## config.mk

```make
export PLATFORM = sky130hd
export DESIGN_NAME = tx_packet_error_insert_monitor
export DESIGN_NICKNAME = d
export VERILOG_FILES = /design/src/logic/err_insert_engine.v /design/src/logic/perf_snapshot.v /design/src/logic/tx_packet_error_insert_monitor.v
export VERILOG_INCLUDE_DIRS = /design/src /design/src/logic
export SDC_FILE = /design/constraint.sdc
export NUM_CORES = 1
export LEC_CHECK = 0
export ABC_CLOCK_PERIOD_IN_PS = 8230
export BUFFER_PORTS_ARGS = -buffer_cell sky130_fd_sc_hd__buf_2
export CORE_ASPECT_RATIO = 0.8
export CORE_UTILIZATION = 40
export DETAILED_ROUTE_END_ITERATION = 8
export PLACE_DENSITY_LB_ADDON = 0.15
export SETUP_SLACK_MARGIN = 0.2
export SLEW_MARGIN = 40
export SYNTH_ARGS = -nofsm -noshare
export SYNTH_HDL_FRONTEND = slang
export SYNTH_SLANG_ARGS = --single-unit
```

## constraint.sdc

```tcl
create_clock -name clk -period 8.23 [get_ports clk]
set_input_delay 0.4115 -clock clk [delete_from_list [all_inputs] [get_ports clk]]
set_output_delay 0.4115 -clock clk [all_outputs]
set_load 0.03 [all_outputs]
```

## src/logic/tx_err_mon_consts.vh

```
// Purpose: Offsets, field positions, reset values and codes of the
//          transmit error-insertion and monitor register bank.
// Assumes: Register index = byte address / 4 on a 32-bit bus.
// Notes:   Definitions only.
`ifndef TX_ERR_MON_CONSTS_VH
`define TX_ERR_MON_CONSTS_VH

// Register indexes, byte address is four times the index
`define IDX_PROC_CTRL      8'hC4
`define IDX_ERR_COUNT      8'hC6
`define IDX_ERR_RATE       8'hC7
`define IDX_INS_STATUS     8'hC8
`define IDX_INS_LATCHED    8'hC9
`define IDX_INS_IRQ_EN     8'hCA
`define IDX_PKT_CNT_B0     8'hCC
`define IDX_PKT_CNT_B1     8'hCD
`define IDX_PKT_CNT_B2     8'hCE
`define IDX_BYTE_CNT_B0    8'hD0
`define IDX_BYTE_CNT_B1    8'hD1
`define IDX_BYTE_CNT_B2    8'hD2
`define IDX_BYTE_CNT_B3    8'hD3
`define IDX_MANUAL_ERR     8'hD4
`define IDX_MON_UPDATE     8'hD6
`define IDX_MON_UPD_STATUS 8'hD7

// Field positions
`define BIT_AUTO_INIT      0
`define BIT_FLAG0          0
`define BIT_MANUAL_SEL     7

// Reset values
`define RST_BYTE           8'h00
`define RST_WORD           32'h0000_0000

// Count value meaning endless insertion
`define ERR_COUNT_ENDLESS  8'hFF
// Largest decade exponent of the rate field
`define RATE_EXP_MAX       3'h6

`endif

```

## src/logic/err_insert_engine.v

```verilog
// Purpose: Automatic errored-packet insertion, one in x*10^y packets.
// Assumes: start and stop are one-cycle pulses from the register bank.
// Notes:   Rate changes during a run take effect on the next packet.
`timescale 1ns/1ps
`default_nettype none
`include "tx_err_mon_consts.vh"

module err_insert_engine (
    input wire clk,
    input wire rst_n,
    input wire start,
    input wire stop,
    input wire [7:0] errored_packet_total,
    input wire [6:0] errored_packet_rate,
    input wire pkt_start,
    output reg pkt_corrupt,
    output reg insert_finished
);

    reg active_reg;
    reg [23:0] rate_cnt_reg;
    reg [7:0] err_cnt_reg;
    wire rate_off;
    wire endless;
    wire [23:0] period;
    wire hit;

    // Period is x times ten to the y, exponent capped at six
    function [23:0] rate_period;
        input [6:0] r;
        reg [2:0] y;
        reg [23:0] p;
        reg [47:0] prod;
        begin
            y = (r[6:4] > `RATE_EXP_MAX) ? `RATE_EXP_MAX : r[6:4];
            case (y)
                3'h0: p = 24'h000001;
                3'h1: p = 24'h00000A;
                3'h2: p = 24'h000064;
                3'h3: p = 24'h0003E8;
                3'h4: p = 24'h002710;
                3'h5: p = 24'h0186A0;
                default: p = 24'h0F4240;
            endcase
            prod = {20'h00000, r[3:0]} * p;
            rate_period = prod[23:0];
        end
    endfunction

    assign rate_off = (errored_packet_rate[3:0] == 4'h0);
    assign endless = (errored_packet_total == `ERR_COUNT_ENDLESS);
    assign period = rate_period(errored_packet_rate);
    // Compare with >= so a shortened period mid-run cannot skip past
    assign hit = (rate_cnt_reg >= period - 24'h000001);

    // Run control, rate counting and completion
    always @(posedge clk or negedge rst_n) begin
        if (!rst_n) begin
            active_reg <= 1'b0;
            rate_cnt_reg <= 24'h000000;
            err_cnt_reg <= 8'h00;
            pkt_corrupt <= 1'b0;
            insert_finished <= 1'b0;
        end else begin
            pkt_corrupt <= 1'b0;
            if (start) begin
                active_reg <= !rate_off;
                rate_cnt_reg <= 24'h000000;
                err_cnt_reg <= 8'h00;
                insert_finished <= 1'b0;
            end else if (stop || rate_off) begin
                active_reg <= 1'b0;
                insert_finished <= 1'b0;
            end else if (active_reg && pkt_start) begin
                if (hit) begin
                    pkt_corrupt <= 1'b1;
                    rate_cnt_reg <= 24'h000000;
                    if (!endless) begin
                        err_cnt_reg <= err_cnt_reg + 8'h01;
                        if (err_cnt_reg + 8'h01 >= errored_packet_total) begin
                            active_reg <= 1'b0;
                            insert_finished <= 1'b1;
                        end
                    end
                end else begin
                    rate_cnt_reg <= rate_cnt_reg + 24'h000001;
                end
            end
        end
    end

endmodule
`default_nettype wire

```

## src/logic/perf_snapshot.v

```verilog
// Purpose: Live packet and byte counters with snapshot on update request.
// Assumes: Events are one-cycle pulses on the same clock.
// Notes:   Snapshots only change on an update, so multi-byte reads agree.
`timescale 1ns/1ps
`default_nettype none
`include "tx_err_mon_consts.vh"

module perf_snapshot (
    input wire clk,
    input wire rst_n,
    input wire tx_monitor_update_req,
    input wire pkt_evt,
    input wire byte_evt,
    output reg [23:0] tx_packet_count,
    output reg [31:0] tx_byte_count,
    output reg tx_monitor_update_done
);

    localparam ST_IDLE = 2'b00;
    localparam ST_LOADED = 2'b01;
    localparam ST_DONE = 2'b10;

    reg [1:0] state_reg;
    reg req_q_reg;
    reg [23:0] pkt_live_reg;
    reg [31:0] byte_live_reg;
    wire req_rise;

    assign req_rise = tx_monitor_update_req && !req_q_reg;

    // Update sequence: load, restart counters, then report done
    always @(posedge clk or negedge rst_n) begin
        if (!rst_n) begin
            state_reg <= ST_IDLE;
            req_q_reg <= 1'b0;
            pkt_live_reg <= 24'h000000;
            byte_live_reg <= `RST_WORD;
            tx_packet_count <= 24'h000000;
            tx_byte_count <= `RST_WORD;
            tx_monitor_update_done <= 1'b0;
        end else begin
            req_q_reg <= tx_monitor_update_req;
            if (req_rise) begin
                tx_packet_count <= pkt_live_reg;
                tx_byte_count <= byte_live_reg;
                pkt_live_reg <= {23'h000000, pkt_evt};
                byte_live_reg <= {31'h00000000, byte_evt};
                tx_monitor_update_done <= 1'b0;
                state_reg <= ST_LOADED;
            end else begin
                pkt_live_reg <= pkt_live_reg + {23'h000000, pkt_evt};
                byte_live_reg <= byte_live_reg + {31'h00000000, byte_evt};
                case (state_reg)
                    ST_LOADED: begin
                        tx_monitor_update_done <= tx_monitor_update_req;
                        state_reg <= tx_monitor_update_req ? ST_DONE : ST_IDLE;
                    end
                    ST_DONE: begin
                        if (!tx_monitor_update_req) begin
                            tx_monitor_update_done <= 1'b0;
                            state_reg <= ST_IDLE;
                        end
                    end
                    default: begin
                        tx_monitor_update_done <= 1'b0;
                        state_reg <= ST_IDLE;
                    end
                endcase
            end
        end
    end

endmodule
`default_nettype wire

```

## src/logic/tx_packet_error_insert_monitor.v

```verilog
// Purpose: Transmit packet error insertion and performance monitor bank.
// Assumes: Classic Wishbone slave, 8-bit registers in the low lane of
//          aligned 32-bit words; stream events come from same-clock logic.
// Notes:   Answers every access after one wait cycle.
//
// How it works
// - Finished flag sets after programmed errored packets.
// - Finished flag clears on disable or restart.
// - Latched finished sets on flag rising edge.
// - Latched bit holds until read, resets anew.
// - Interrupt when latched bit set and enabled.
// - Count per run, rate x times ten^y.
// - 24-bit packet count, three bytes, low first.
// - 32-bit byte count, four bytes, low first.
// - Manual bit rising edge inserts one error.
// - Manual insert needs mode select, auto continues.
// - Update rising edge snapshots and restarts counters.
// - Update status sets when done, clears later.
// - Status low during update, no event lost.
`timescale 1ns/1ps
`default_nettype none
`include "tx_err_mon_consts.vh"

module tx_packet_error_insert_monitor (
    input wire clk,
    input wire rst_n,
    input wire wb_cyc_i,
    input wire wb_stb_i,
    input wire wb_we_i,
    input wire [9:0] wb_adr_i,
    input wire [3:0] wb_sel_i,
    input wire [31:0] wb_dat_i,
    output reg [31:0] wb_dat_o,
    output reg wb_ack_o,
    input wire pkt_start,
    input wire byte_sent,
    output wire pkt_corrupt,
    output reg manual_error,
    output reg irq
);

    // Software-visible control state and internal edge and pulse registers
    reg [5:1] tx_processor_ctrl_reg;
    reg [7:0] errored_count_ctrl_reg;
    reg [7:0] errored_rate_ctrl_reg;
    reg insert_finished_irq_en_reg;
    reg insert_finished_latched_reg;
    reg manual_error_pulse_reg;
    reg tx_monitor_update_req_reg;
    reg finished_q_reg;
    reg auto_start_reg;
    reg auto_stop_reg;

    wire [7:0] idx;
    wire access;
    wire wr_lane0;
    wire rd_take;
    wire [7:0] wbyte;
    wire insert_finished;
    wire [23:0] tx_packet_count;
    wire [31:0] tx_byte_count;
    wire tx_monitor_update_done;
    wire finished_rise;

    assign idx = wb_adr_i[9:2];
    // New request taken only when no answer is standing
    assign access = wb_cyc_i && wb_stb_i && !wb_ack_o;
    assign wr_lane0 = access && wb_we_i && wb_sel_i[0];
    assign rd_take = access && !wb_we_i;
    assign wbyte = wb_dat_i[7:0];

    // Decoder shared by write and read paths
    function is_reg;
        input [7:0] a;
        input [7:0] target;
        begin
            is_reg = (a == target);
        end
    endfunction

    // Read mux; unmapped and write-only locations read as zero
    function [7:0] read_byte;
        input [7:0] a;
        input [5:1] pctl;
        input [7:0] ecnt;
        input [7:0] erate;
        input fin;
        input fin_l;
        input ien;
        input [23:0] pcnt;
        input [31:0] bcnt;
        input man;
        input upd;
        input upd_done;
        begin
            if (a == `IDX_PROC_CTRL) begin
                read_byte = {2'b00, pctl, 1'b0};
            end else if (a == `IDX_ERR_COUNT) begin
                read_byte = ecnt;
            end else if (a == `IDX_ERR_RATE) begin
                read_byte = erate;
            end else if (a == `IDX_INS_STATUS) begin
                read_byte = {7'h00, fin};
            end else if (a == `IDX_INS_LATCHED) begin
                read_byte = {7'h00, fin_l};
            end else if (a == `IDX_INS_IRQ_EN) begin
                read_byte = {7'h00, ien};
            end else if (a == `IDX_PKT_CNT_B0) begin
                read_byte = pcnt[7:0];
            end else if (a == `IDX_PKT_CNT_B1) begin
                read_byte = pcnt[15:8];
            end else if (a == `IDX_PKT_CNT_B2) begin
                read_byte = pcnt[23:16];
            end else if (a == `IDX_BYTE_CNT_B0) begin
                read_byte = bcnt[7:0];
            end else if (a == `IDX_BYTE_CNT_B1) begin
                read_byte = bcnt[15:8];
            end else if (a == `IDX_BYTE_CNT_B2) begin
                read_byte = bcnt[23:16];
            end else if (a == `IDX_BYTE_CNT_B3) begin
                read_byte = bcnt[31:24];
            end else if (a == `IDX_MANUAL_ERR) begin
                read_byte = {7'h00, man};
            end else if (a == `IDX_MON_UPDATE) begin
                read_byte = {7'h00, upd};
            end else if (a == `IDX_MON_UPD_STATUS) begin
                read_byte = {7'h00, upd_done};
            end else begin
                read_byte = `RST_BYTE;
            end
        end
    endfunction

    // Bus answer: one wait cycle, ack for one cycle, data registered
    always @(posedge clk or negedge rst_n) begin
        if (!rst_n) begin
            wb_ack_o <= 1'b0;
            wb_dat_o <= `RST_WORD;
        end else begin
            wb_ack_o <= access;
            if (rd_take) begin
                wb_dat_o <= {24'h000000, read_byte(idx, tx_processor_ctrl_reg,
                    errored_count_ctrl_reg, errored_rate_ctrl_reg, insert_finished,
                    insert_finished_latched_reg, insert_finished_irq_en_reg,
                    tx_packet_count, tx_byte_count, manual_error_pulse_reg,
                    tx_monitor_update_req_reg, tx_monitor_update_done)};
            end
        end
    end

    // Writable control registers
    always @(posedge clk or negedge rst_n) begin
        if (!rst_n) begin
            tx_processor_ctrl_reg <= 5'h00;
            errored_count_ctrl_reg <= `RST_BYTE;
            errored_rate_ctrl_reg <= `RST_BYTE;
            insert_finished_irq_en_reg <= 1'b0;
            manual_error_pulse_reg <= 1'b0;
            tx_monitor_update_req_reg <= 1'b0;
        end else if (wr_lane0) begin
            if (is_reg(idx, `IDX_PROC_CTRL)) begin
                tx_processor_ctrl_reg <= wbyte[5:1];
            end else if (is_reg(idx, `IDX_ERR_COUNT)) begin
                errored_count_ctrl_reg <= wbyte;
            end else if (is_reg(idx, `IDX_ERR_RATE)) begin
                errored_rate_ctrl_reg <= wbyte;
            end else if (is_reg(idx, `IDX_INS_IRQ_EN)) begin
                insert_finished_irq_en_reg <= wbyte[`BIT_FLAG0];
            end else if (is_reg(idx, `IDX_MANUAL_ERR)) begin
                manual_error_pulse_reg <= wbyte[`BIT_FLAG0];
            end else if (is_reg(idx, `IDX_MON_UPDATE)) begin
                tx_monitor_update_req_reg <= wbyte[`BIT_FLAG0];
            end
        end
    end

    // Write-only initiate bit becomes start and stop pulses
    always @(posedge clk or negedge rst_n) begin
        if (!rst_n) begin
            auto_start_reg <= 1'b0;
            auto_stop_reg <= 1'b0;
        end else begin
            auto_start_reg <= wr_lane0 && is_reg(idx, `IDX_PROC_CTRL)
                && wbyte[`BIT_AUTO_INIT];
            auto_stop_reg <= wr_lane0 && is_reg(idx, `IDX_PROC_CTRL)
                && !wbyte[`BIT_AUTO_INIT];
        end
    end

    err_insert_engine u_engine (
        .clk(clk),
        .rst_n(rst_n),
        .start(auto_start_reg),
        .stop(auto_stop_reg),
        .errored_packet_total(errored_count_ctrl_reg),
        .errored_packet_rate(errored_rate_ctrl_reg[6:0]),
        .pkt_start(pkt_start),
        .pkt_corrupt(pkt_corrupt),
        .insert_finished(insert_finished)
    );

    assign finished_rise = insert_finished && !finished_q_reg;

    // Latched finished flag; a new rising edge beats a read clear
    always @(posedge clk or negedge rst_n) begin
        if (!rst_n) begin
            finished_q_reg <= 1'b0;
            insert_finished_latched_reg <= 1'b0;
        end else begin
            finished_q_reg <= insert_finished;
            if (finished_rise) begin
                insert_finished_latched_reg <= 1'b1;
            end else if (rd_take && is_reg(idx, `IDX_INS_LATCHED)) begin
                insert_finished_latched_reg <= 1'b0;
            end
        end
    end

    // Interrupt level follows the latched flag gated by its enable
    always @(posedge clk or negedge rst_n) begin
        if (!rst_n) begin
            irq <= 1'b0;
        end else begin
            irq <= insert_finished_latched_reg && insert_finished_irq_en_reg;
        end
    end

    // Manual single error, edge of the control bit while mode selected;
    // automatic insertion keeps running beside it
    reg manual_q_reg;
    always @(posedge clk or negedge rst_n) begin
        if (!rst_n) begin
            manual_q_reg <= 1'b0;
            manual_error <= 1'b0;
        end else begin
            manual_q_reg <= manual_error_pulse_reg;
            manual_error <= manual_error_pulse_reg && !manual_q_reg
                && errored_rate_ctrl_reg[`BIT_MANUAL_SEL];
        end
    end

    perf_snapshot u_perf (
        .clk(clk),
        .rst_n(rst_n),
        .tx_monitor_update_req(tx_monitor_update_req_reg),
        .pkt_evt(pkt_start),
        .byte_evt(byte_sent),
        .tx_packet_count(tx_packet_count),
        .tx_byte_count(tx_byte_count),
        .tx_monitor_update_done(tx_monitor_update_done)
    );

endmodule
`default_nettype wire

```

==> results.md, run 1 <==
- Static Leakage: roughly 6.6 nW
- Worst path arrival time: approximately 7.8 ns
- Drt first pass iters: 5
- Post-route setup TNS: 0 ns
- CTS tree: done
- Worst hold margin: 0.2121 ns
- Fmax: about 140 MHz
- Pwr per Cell Area: 148.5 mW/mm^2
- Final period utilization: 89.98%
- Post-synth top cells: dfrtp_1, inv_1, nor2_1
- Crit-path slowest cell: nor2b_1
- Synth Warn #: 0
- Met3 Use GR: 3.792%
- Final Wtd Congestion: between 0.7 and 0.8
- Cell accounting for the most synthesized area: dfrtp_1
- GRT Max-Usage Layer: met1
- Req. time, crit path: between 8 and 9 ns
- # port buffers: 35
- Htree depth: 4
- Total grt overflow: 0
- Maxcap violations: 0
- # hold bufs at CTS: 1
- Buffers and inverters on the worst path: 3
- Slew @ Worst Pin: between 0.7 and 0.8 ns
- CP Max Fanout: 12
- Post_cts resized: 0
- Delay-heaviest family, CP: compound AO/OA/AOI/OAI gates
- Detail Route Antenna Nets: 0
- Num CTS Buffers: 17
- Met2 usage: 23.22%
- Hold Crit Class: primary input to register
- Max-slew violation count: 0
- Power, Total: 0.001994 W
- Status: complete, no violations
- Area of the mapped netlist: approximately 0.012 sq mm
- Wire per inst: between 15 and 20 um
- Tot GR Track Use: about a fifth
- Chip Width: 198.2 um
- Tmin final: 7.406 ns
- Synth Instances: 1285
- Share of cells above drive strength 1: roughly 14%
- Synthesized flop and latch total: between 150 and 200
- First-pass GRT wire length: between 40000 and 50000 um
- Die Y: about 160 um
- Syn avg cell area: approximately 9.6 sq um
- Dpl hpwl: 20680 um
- Fillers: a little under 3000
- Max-slew headroom: 46.79%
- Top_reg_cell synth: dfrtp_1
- Number of global-route vias before repair: ~8400
- Yosys cell types: 64
- Top Ports: between 80 and 90
- CORE AREA: approximately 0.030 sq mm
- DRC violations left: 0
- Most common cell in the netlist: dfrtp_1
- Unrepaired setup endpoints after global routing: no
- Setup crit start kind: register
- N_diodes: 0
- Initial Util: between 40% and 50%
- Clk Latency, worst-skew pair: 0.44 ns
- DR iter-0 viols: approximately 500
- Die area: about 0.032 sq mm
- Clk slew on worst S/H paths: 0.07 ns
- Share of the synthesized area in the top cell type: 38.58%
- Row cnt: 57
- Post-synth EDFFs: 0
- Clock root buffer: clkbuf_16
- Num Clock Sinks: 190
- Peak VDD IR: approximately 150 uV
- Skew final: around 0.016 ns
- Register area: 0.004755 sq mm
- Final Hold Viols: 0
- CP Class: register to register
- Vias post-DR: 8793
- Final #Nets: roughly 1500
- Met1 Use GR: about 32%
- Setup violators final: 0
- Post-CTS Setup Bufs: 0
- CP endpoint kind: register
- Async SR Flop Fraction: between 90% and 100%
- Clk buf depth: 2
- Max incr delay on CP: between 0.5 and 0.6 ns
- Multi-input logic area: approximately 0.0069 sq mm
- Post-synthesis sequential area ratio: 38.58%
- WL final: roughly 28000 um
- Area growth from synthesis to final layout: 9.006%
- Top post-synthesis cells by area: dfrtp_1, ha_1, mux2_2
- Initial antenna violation count: 0
- Largest net degree at the start of global routing: 84
- Vias per inst: around 5
[kinds of logic after synthesis]
group / share of synthesized area, %
AOI/OAI and AO/OA: 11.33
xor gates and xnor gates: 5.330
adders and majority gates: 13.67
buffers and inverters: 6.325
DFF: 38.58
muxes: 8.965
other: 0.03043
and+or+nand+nor: 15.77
[layout make-up]
| cell class | instances | area share [%] |
|---|---|---|
| sequential | 190 | 35.39 |
| inverter | 107 | 2.990 |
| tap | 413 | 3.847 |
| timing repair buffer | 48 | 2.198 |
| multi-input combinational | 936 | 51.30 |
| clock inverter | 8 | 0.6054 |
| clock buffer | 24 | 3.661 |
[per-stage QoR]
| step | instances | utilization (%) | cell area, sq um | setup slack, ns |
|---|---|---|---|---|
| after floorplan | 1308 | - | 12410 | 1.884 |
| after global placement | 1693 | 42.33 | 12830 | 0.8588 |
| after detailed placement | 1693 | 42.35 | 12840 | 0.7936 |
| after CTS | 1726 | 44.28 | 13420 | 0.7441 |
| after global routing | 1726 | 44.32 | 13430 | 0.2431 |
| final | 1726 | 44.32 | 13430 | 0.8243 |
[worst min-delay path, delay by kind of cell]
kind,cells,cell delay [ns]
simple gates,2,0.10
buf+inv,1,0.10
[report_power, final]
group / total (W) / internal (W) / switching, W
Clock: 0.000818 / 0.000451 / 0.000367
Combinational: 0.000157 / 0.0000610 / 0.0000960
Sequential: 0.00102 / 0.000973 / 0.0000462
Total: 0.00199 / 0.00149 / 0.000509
[metal layers]
| layer | share of wire, % | wire [um] |
|---|---|---|
| met5 | 0 | 0 |
| met4 | 0.70 | 195 |
| met3 | 4.0 | 1118 |
| met2 | 37 | 10320 |
| met1 | 58 | 16070 |
[worst paths after layout]
kind                                     startpoint                           to  slack (ns)  cells past startpoint
max                        errored_rate_ctrl_reg[5]    u_engine.rate_cnt_reg[19]        0.82                     28
min                                        wb_stb_i                     wb_ack_o        0.21                      3
max reg2reg                errored_rate_ctrl_reg[5]    u_engine.rate_cnt_reg[19]        0.82                     28
min reg2reg                          finished_q_reg  insert_finished_latched_reg        0.43                      1
max in group asynchronous                     rst_n                     wb_ack_o        6.19                      4
min in group asynchronous                     rst_n      u_perf.pkt_live_reg[20]        0.51                      2
[layout by cell type (no fill, tap or decap), drive strengths merged, types with 3 or more instances in the layout]
cell / count
clkbuf: 25
mux4: 6
conb: 24
a21oi: 68
and3: 29
nand2: 100
buf: 46
nor4: 3
or2: 7
a21o: 13
nand3: 60
fa: 31
o21bai: 3
nand4: 14
nor2b: 16
nor3: 16
xnor2: 17
o21a: 9
nand3b: 3
dfrtp: 190
a31oi: 7
nand2b: 5
o22ai: 7
clkinv: 4
o31ai: 13
o21ai: 81
and4: 4
a211oi: 7
ha: 85
mux2: 79
xor2: 58
and2: 14
a2bb2oi: 4
or3: 16
inv: 108
nor2: 103
mux2i: 8
No activity file was read; power rests on OpenSTA's default activity.
==> run 2: changes to the inputs <==
--- a/config.mk
+++ b/config.mk
@@ -9,9 +9,9 @@
 export ABC_CLOCK_PERIOD_IN_PS = 8230
 export BUFFER_PORTS_ARGS = -buffer_cell sky130_fd_sc_hd__buf_2
 export CORE_ASPECT_RATIO = 0.8
-export CORE_UTILIZATION = 40
+export CORE_UTILIZATION = 50
 export DETAILED_ROUTE_END_ITERATION = 8
-export PLACE_DENSITY_LB_ADDON = 0.15
+export PLACE_DENSITY = 0.68
 export SETUP_SLACK_MARGIN = 0.2
 export SLEW_MARGIN = 40
 export SYNTH_ARGS = -nofsm -noshare
==> run 2 against run 1 <==
Net effect: the run now ends with negative hold slack left; die area shrank 20%; clock-buffer cell count is 6 lower; critical path depth unchanged; final cell count decreased by 6.1%; sequential cell count unchanged; sequential share of layout area up 0.37 points; routed wire length is 3.3% lower; register-to-register slack lost 0.07 ns; largest cell class unchanged; largest power group unchanged; highest routed layer unchanged.
==> results.md, run 2 (synthesis gave the netlist of run 1 again) <==
- Status: finished, violations left
- Violated checks: negative hold slack
- Number of global-route vias before repair: 8543 (+1.8%)
- Hold Crit Class: primary input to asynchronous set/reset pin
- Max incr delay on CP: 0.53 ns (about the same)
- First-pass GRT wire length: 45260 um (-2.0%)
- Top Ports: 89 (unchanged)
- Dpl hpwl: 19630 um (-5.1%)
- Post_cts resized: 0 (unchanged)
- Die Y: 142.4 um (-10%)
- Req. time, crit path: 8.60 ns (about the same)
- Vias per inst: 5.545 (+8.8%)
- Skew final: 0.01370 ns (-0.002153 ns)
- Initial Util: 51.84% (+11 points)
- N_diodes: 0 (unchanged)
- Pwr per Cell Area: 151.6 mW/mm^2 (+2.1%)
- Num CTS Buffers: 17 (unchanged)
- Num Clock Sinks: 190 (unchanged)
- Crit-path slowest cell: nor2b_1
- Setup crit start kind: register
- Peak VDD IR: 125.4 uV (-16%)
- Unrepaired setup endpoints after global routing: no
- Final period utilization: 90.86% (+0.87 points)
- Slew @ Worst Pin: 0.8258 ns (+0.02772 ns)
- Post-CTS Setup Bufs: 0 (unchanged)
- Die area: 0.02528 sq mm (-20%)
- Largest net degree at the start of global routing: 132 (+57%)
- Row cnt: 50 (-12%)
- Clk slew on worst S/H paths: 0.07 ns (about the same)
- Drt first pass iters: 5 (unchanged)
- Detail Route Antenna Nets: 0 (unchanged)
- Final Wtd Congestion: 0.8179 (+4.8%)
- DRC violations left: 0 (unchanged)
- CTS tree: done
- Wire per inst: 16.54 um (+3.1%)
- Clk Latency, worst-skew pair: 0.44 ns (about the same)
- Commonest non-fill, non-tap cell in the layout: dfrtp_1
- Static Leakage: 6.624 nW (-0.16%)
- Delay-heaviest family, CP: compound AO/OA/AOI/OAI gates
- Buffers and inverters on the worst path: 3 (unchanged)
- Clk buf depth: 2 (unchanged)
- # hold bufs at CTS: 0 (-1)
- Max-slew violation count: 0 (unchanged)
- Tmin final: 7.478 ns (+0.07188 ns)
- CP Max Fanout: 11 (-1)
- WL final: 26800 um (-3.3%)
- Htree depth: 4 (unchanged)
- CP Class: register to register
- Total grt overflow: 0 (unchanged)
- Worst path arrival time: 7.85 ns (+0.08 ns)
- Final Hold Viols: 19 (+19)
- Tot GR Track Use: 22.70% (+4.1 points)
- Setup violators final: 0 (unchanged)
- Clock root buffer: clkbuf_16
- Power, Total: 0.002015 W (+1.0%)
- Vias post-DR: 8983 (+2.2%)
- Post-route setup TNS: 0 ns (unchanged)
- Final #Nets: 1464 (-0.34%)
- Worst hold margin: -0.03753 ns (-0.2496 ns)
- CP endpoint kind: register
- Fmax: 133.7 MHz (-0.96%)
- Max-slew headroom: 44.17% (-2.6 points)
- DR iter-0 viols: 798 (+59%)
- Share of cells above drive strength 1: 13.53% (-0.18 points)
- Initial antenna violation count: 0 (unchanged)
- Most frequent cells in the layout: dfrtp_1, inv_1, nor2_1, nand2_1, ha_1
- Maxcap violations: 0 (unchanged)
- Area growth from synthesis to final layout: 7.890%
- Chip Width: 177.5 um (-10%)
- # port buffers: 35 (unchanged)
- CORE AREA: 0.02377 sq mm (-22%)
==> run 2: changes by cell type in the layout (fill, tap and decap cells not counted), sizes merged <==
cell | previous run | this run
clkbuf | 25 | 19
buf | 46 | 42
inv | 108 | 112
bufinv | 1 | 2
clkinvlp | 2 | 3
dlygate4sd3 | 1 | 0
==> run 2: power by group <==
part	leakage, nW	total (W)	internal, W	switching, W
clock	0.286	0.000840	0.000461	0.000378
combinational	3.71	0.000156	0.0000607	0.0000951
sequential	2.62	0.00102	0.000973	0.0000470
==> run 2: worst register-to-register path, delay by kind of cell (launching register included) <==
family,cells,cell delay [ns]
AO/OA/AOI/OAI,13,3.06
adder cells (fa/ha/maj),5,1.97
AND/OR/NAND/NOR,6,1.50
flip-flops,1,0.50
XOR/XNOR,1,0.23
buffers and inverters,3,0.14
==> run 2: per-layer routing <==
| layer | wire, um | vias to the layer above | GRT usage, % |
|---|---|---|---|
| met2 | 10650 | 233 | 30.26 |
| li1 | - | 4388 | - |
| met4 | 210 | 0 | 3.914 |
| met3 | 1293 | 16 | 3.659 |
| met5 | 0 | - | 0 |
| met1 | 14650 | 4346 | 37.92 |
==> run 2: final timing paths <==
| check | endpoint | from | slack, ns | cells after the start |
|---|---|---|---|---|
| worst max-delay path | u_engine.rate_cnt_reg[19] | errored_rate_ctrl_reg[5] | 0.75 | 28 |
| worst min-delay path | u_perf.byte_live_reg[26] | rst_n | -0.04 | 1 |
| max in group asynchronous | u_engine.rate_cnt_reg[15] | rst_n | 7.25 | 2 |
| worst min register to register | insert_finished_latched_reg | finished_q_reg | 0.42 | 1 |
| worst max register to register | u_engine.rate_cnt_reg[19] | errored_rate_ctrl_reg[5] | 0.75 | 28 |
| min in group clk | auto_stop_reg | wb_dat_i[0] | 0.19 | 2 |
==> run 2: area by class of cell <==
cell class,count,area (sq um)
clock buffers,18,439.2
flip-flops and latches,190,4755
well taps,312,390.4
multi-input cells,936,6883
repair buffers,43,270.3
clock inverters,14,156.4
fillers,2076,10480
inverters,107,401.6
==> run 2: through the flow <==
stage	cell area, sq um	instances	utilization [%]	setup slack [ns]	hold WS (ns)
after global placement	12670	1587	53.28	0.9319	0.4083
final	13300	1620	55.93	0.7524	-0.03753
after floorplan	12410	1308	-	1.884	0.1159
after global routing	13300	1620	55.93	0.2579	0.01925
after CTS	13290	1620	55.91	0.7543	0.006907
after detailed placement	12700	1588	53.41	0.7823	0.4129
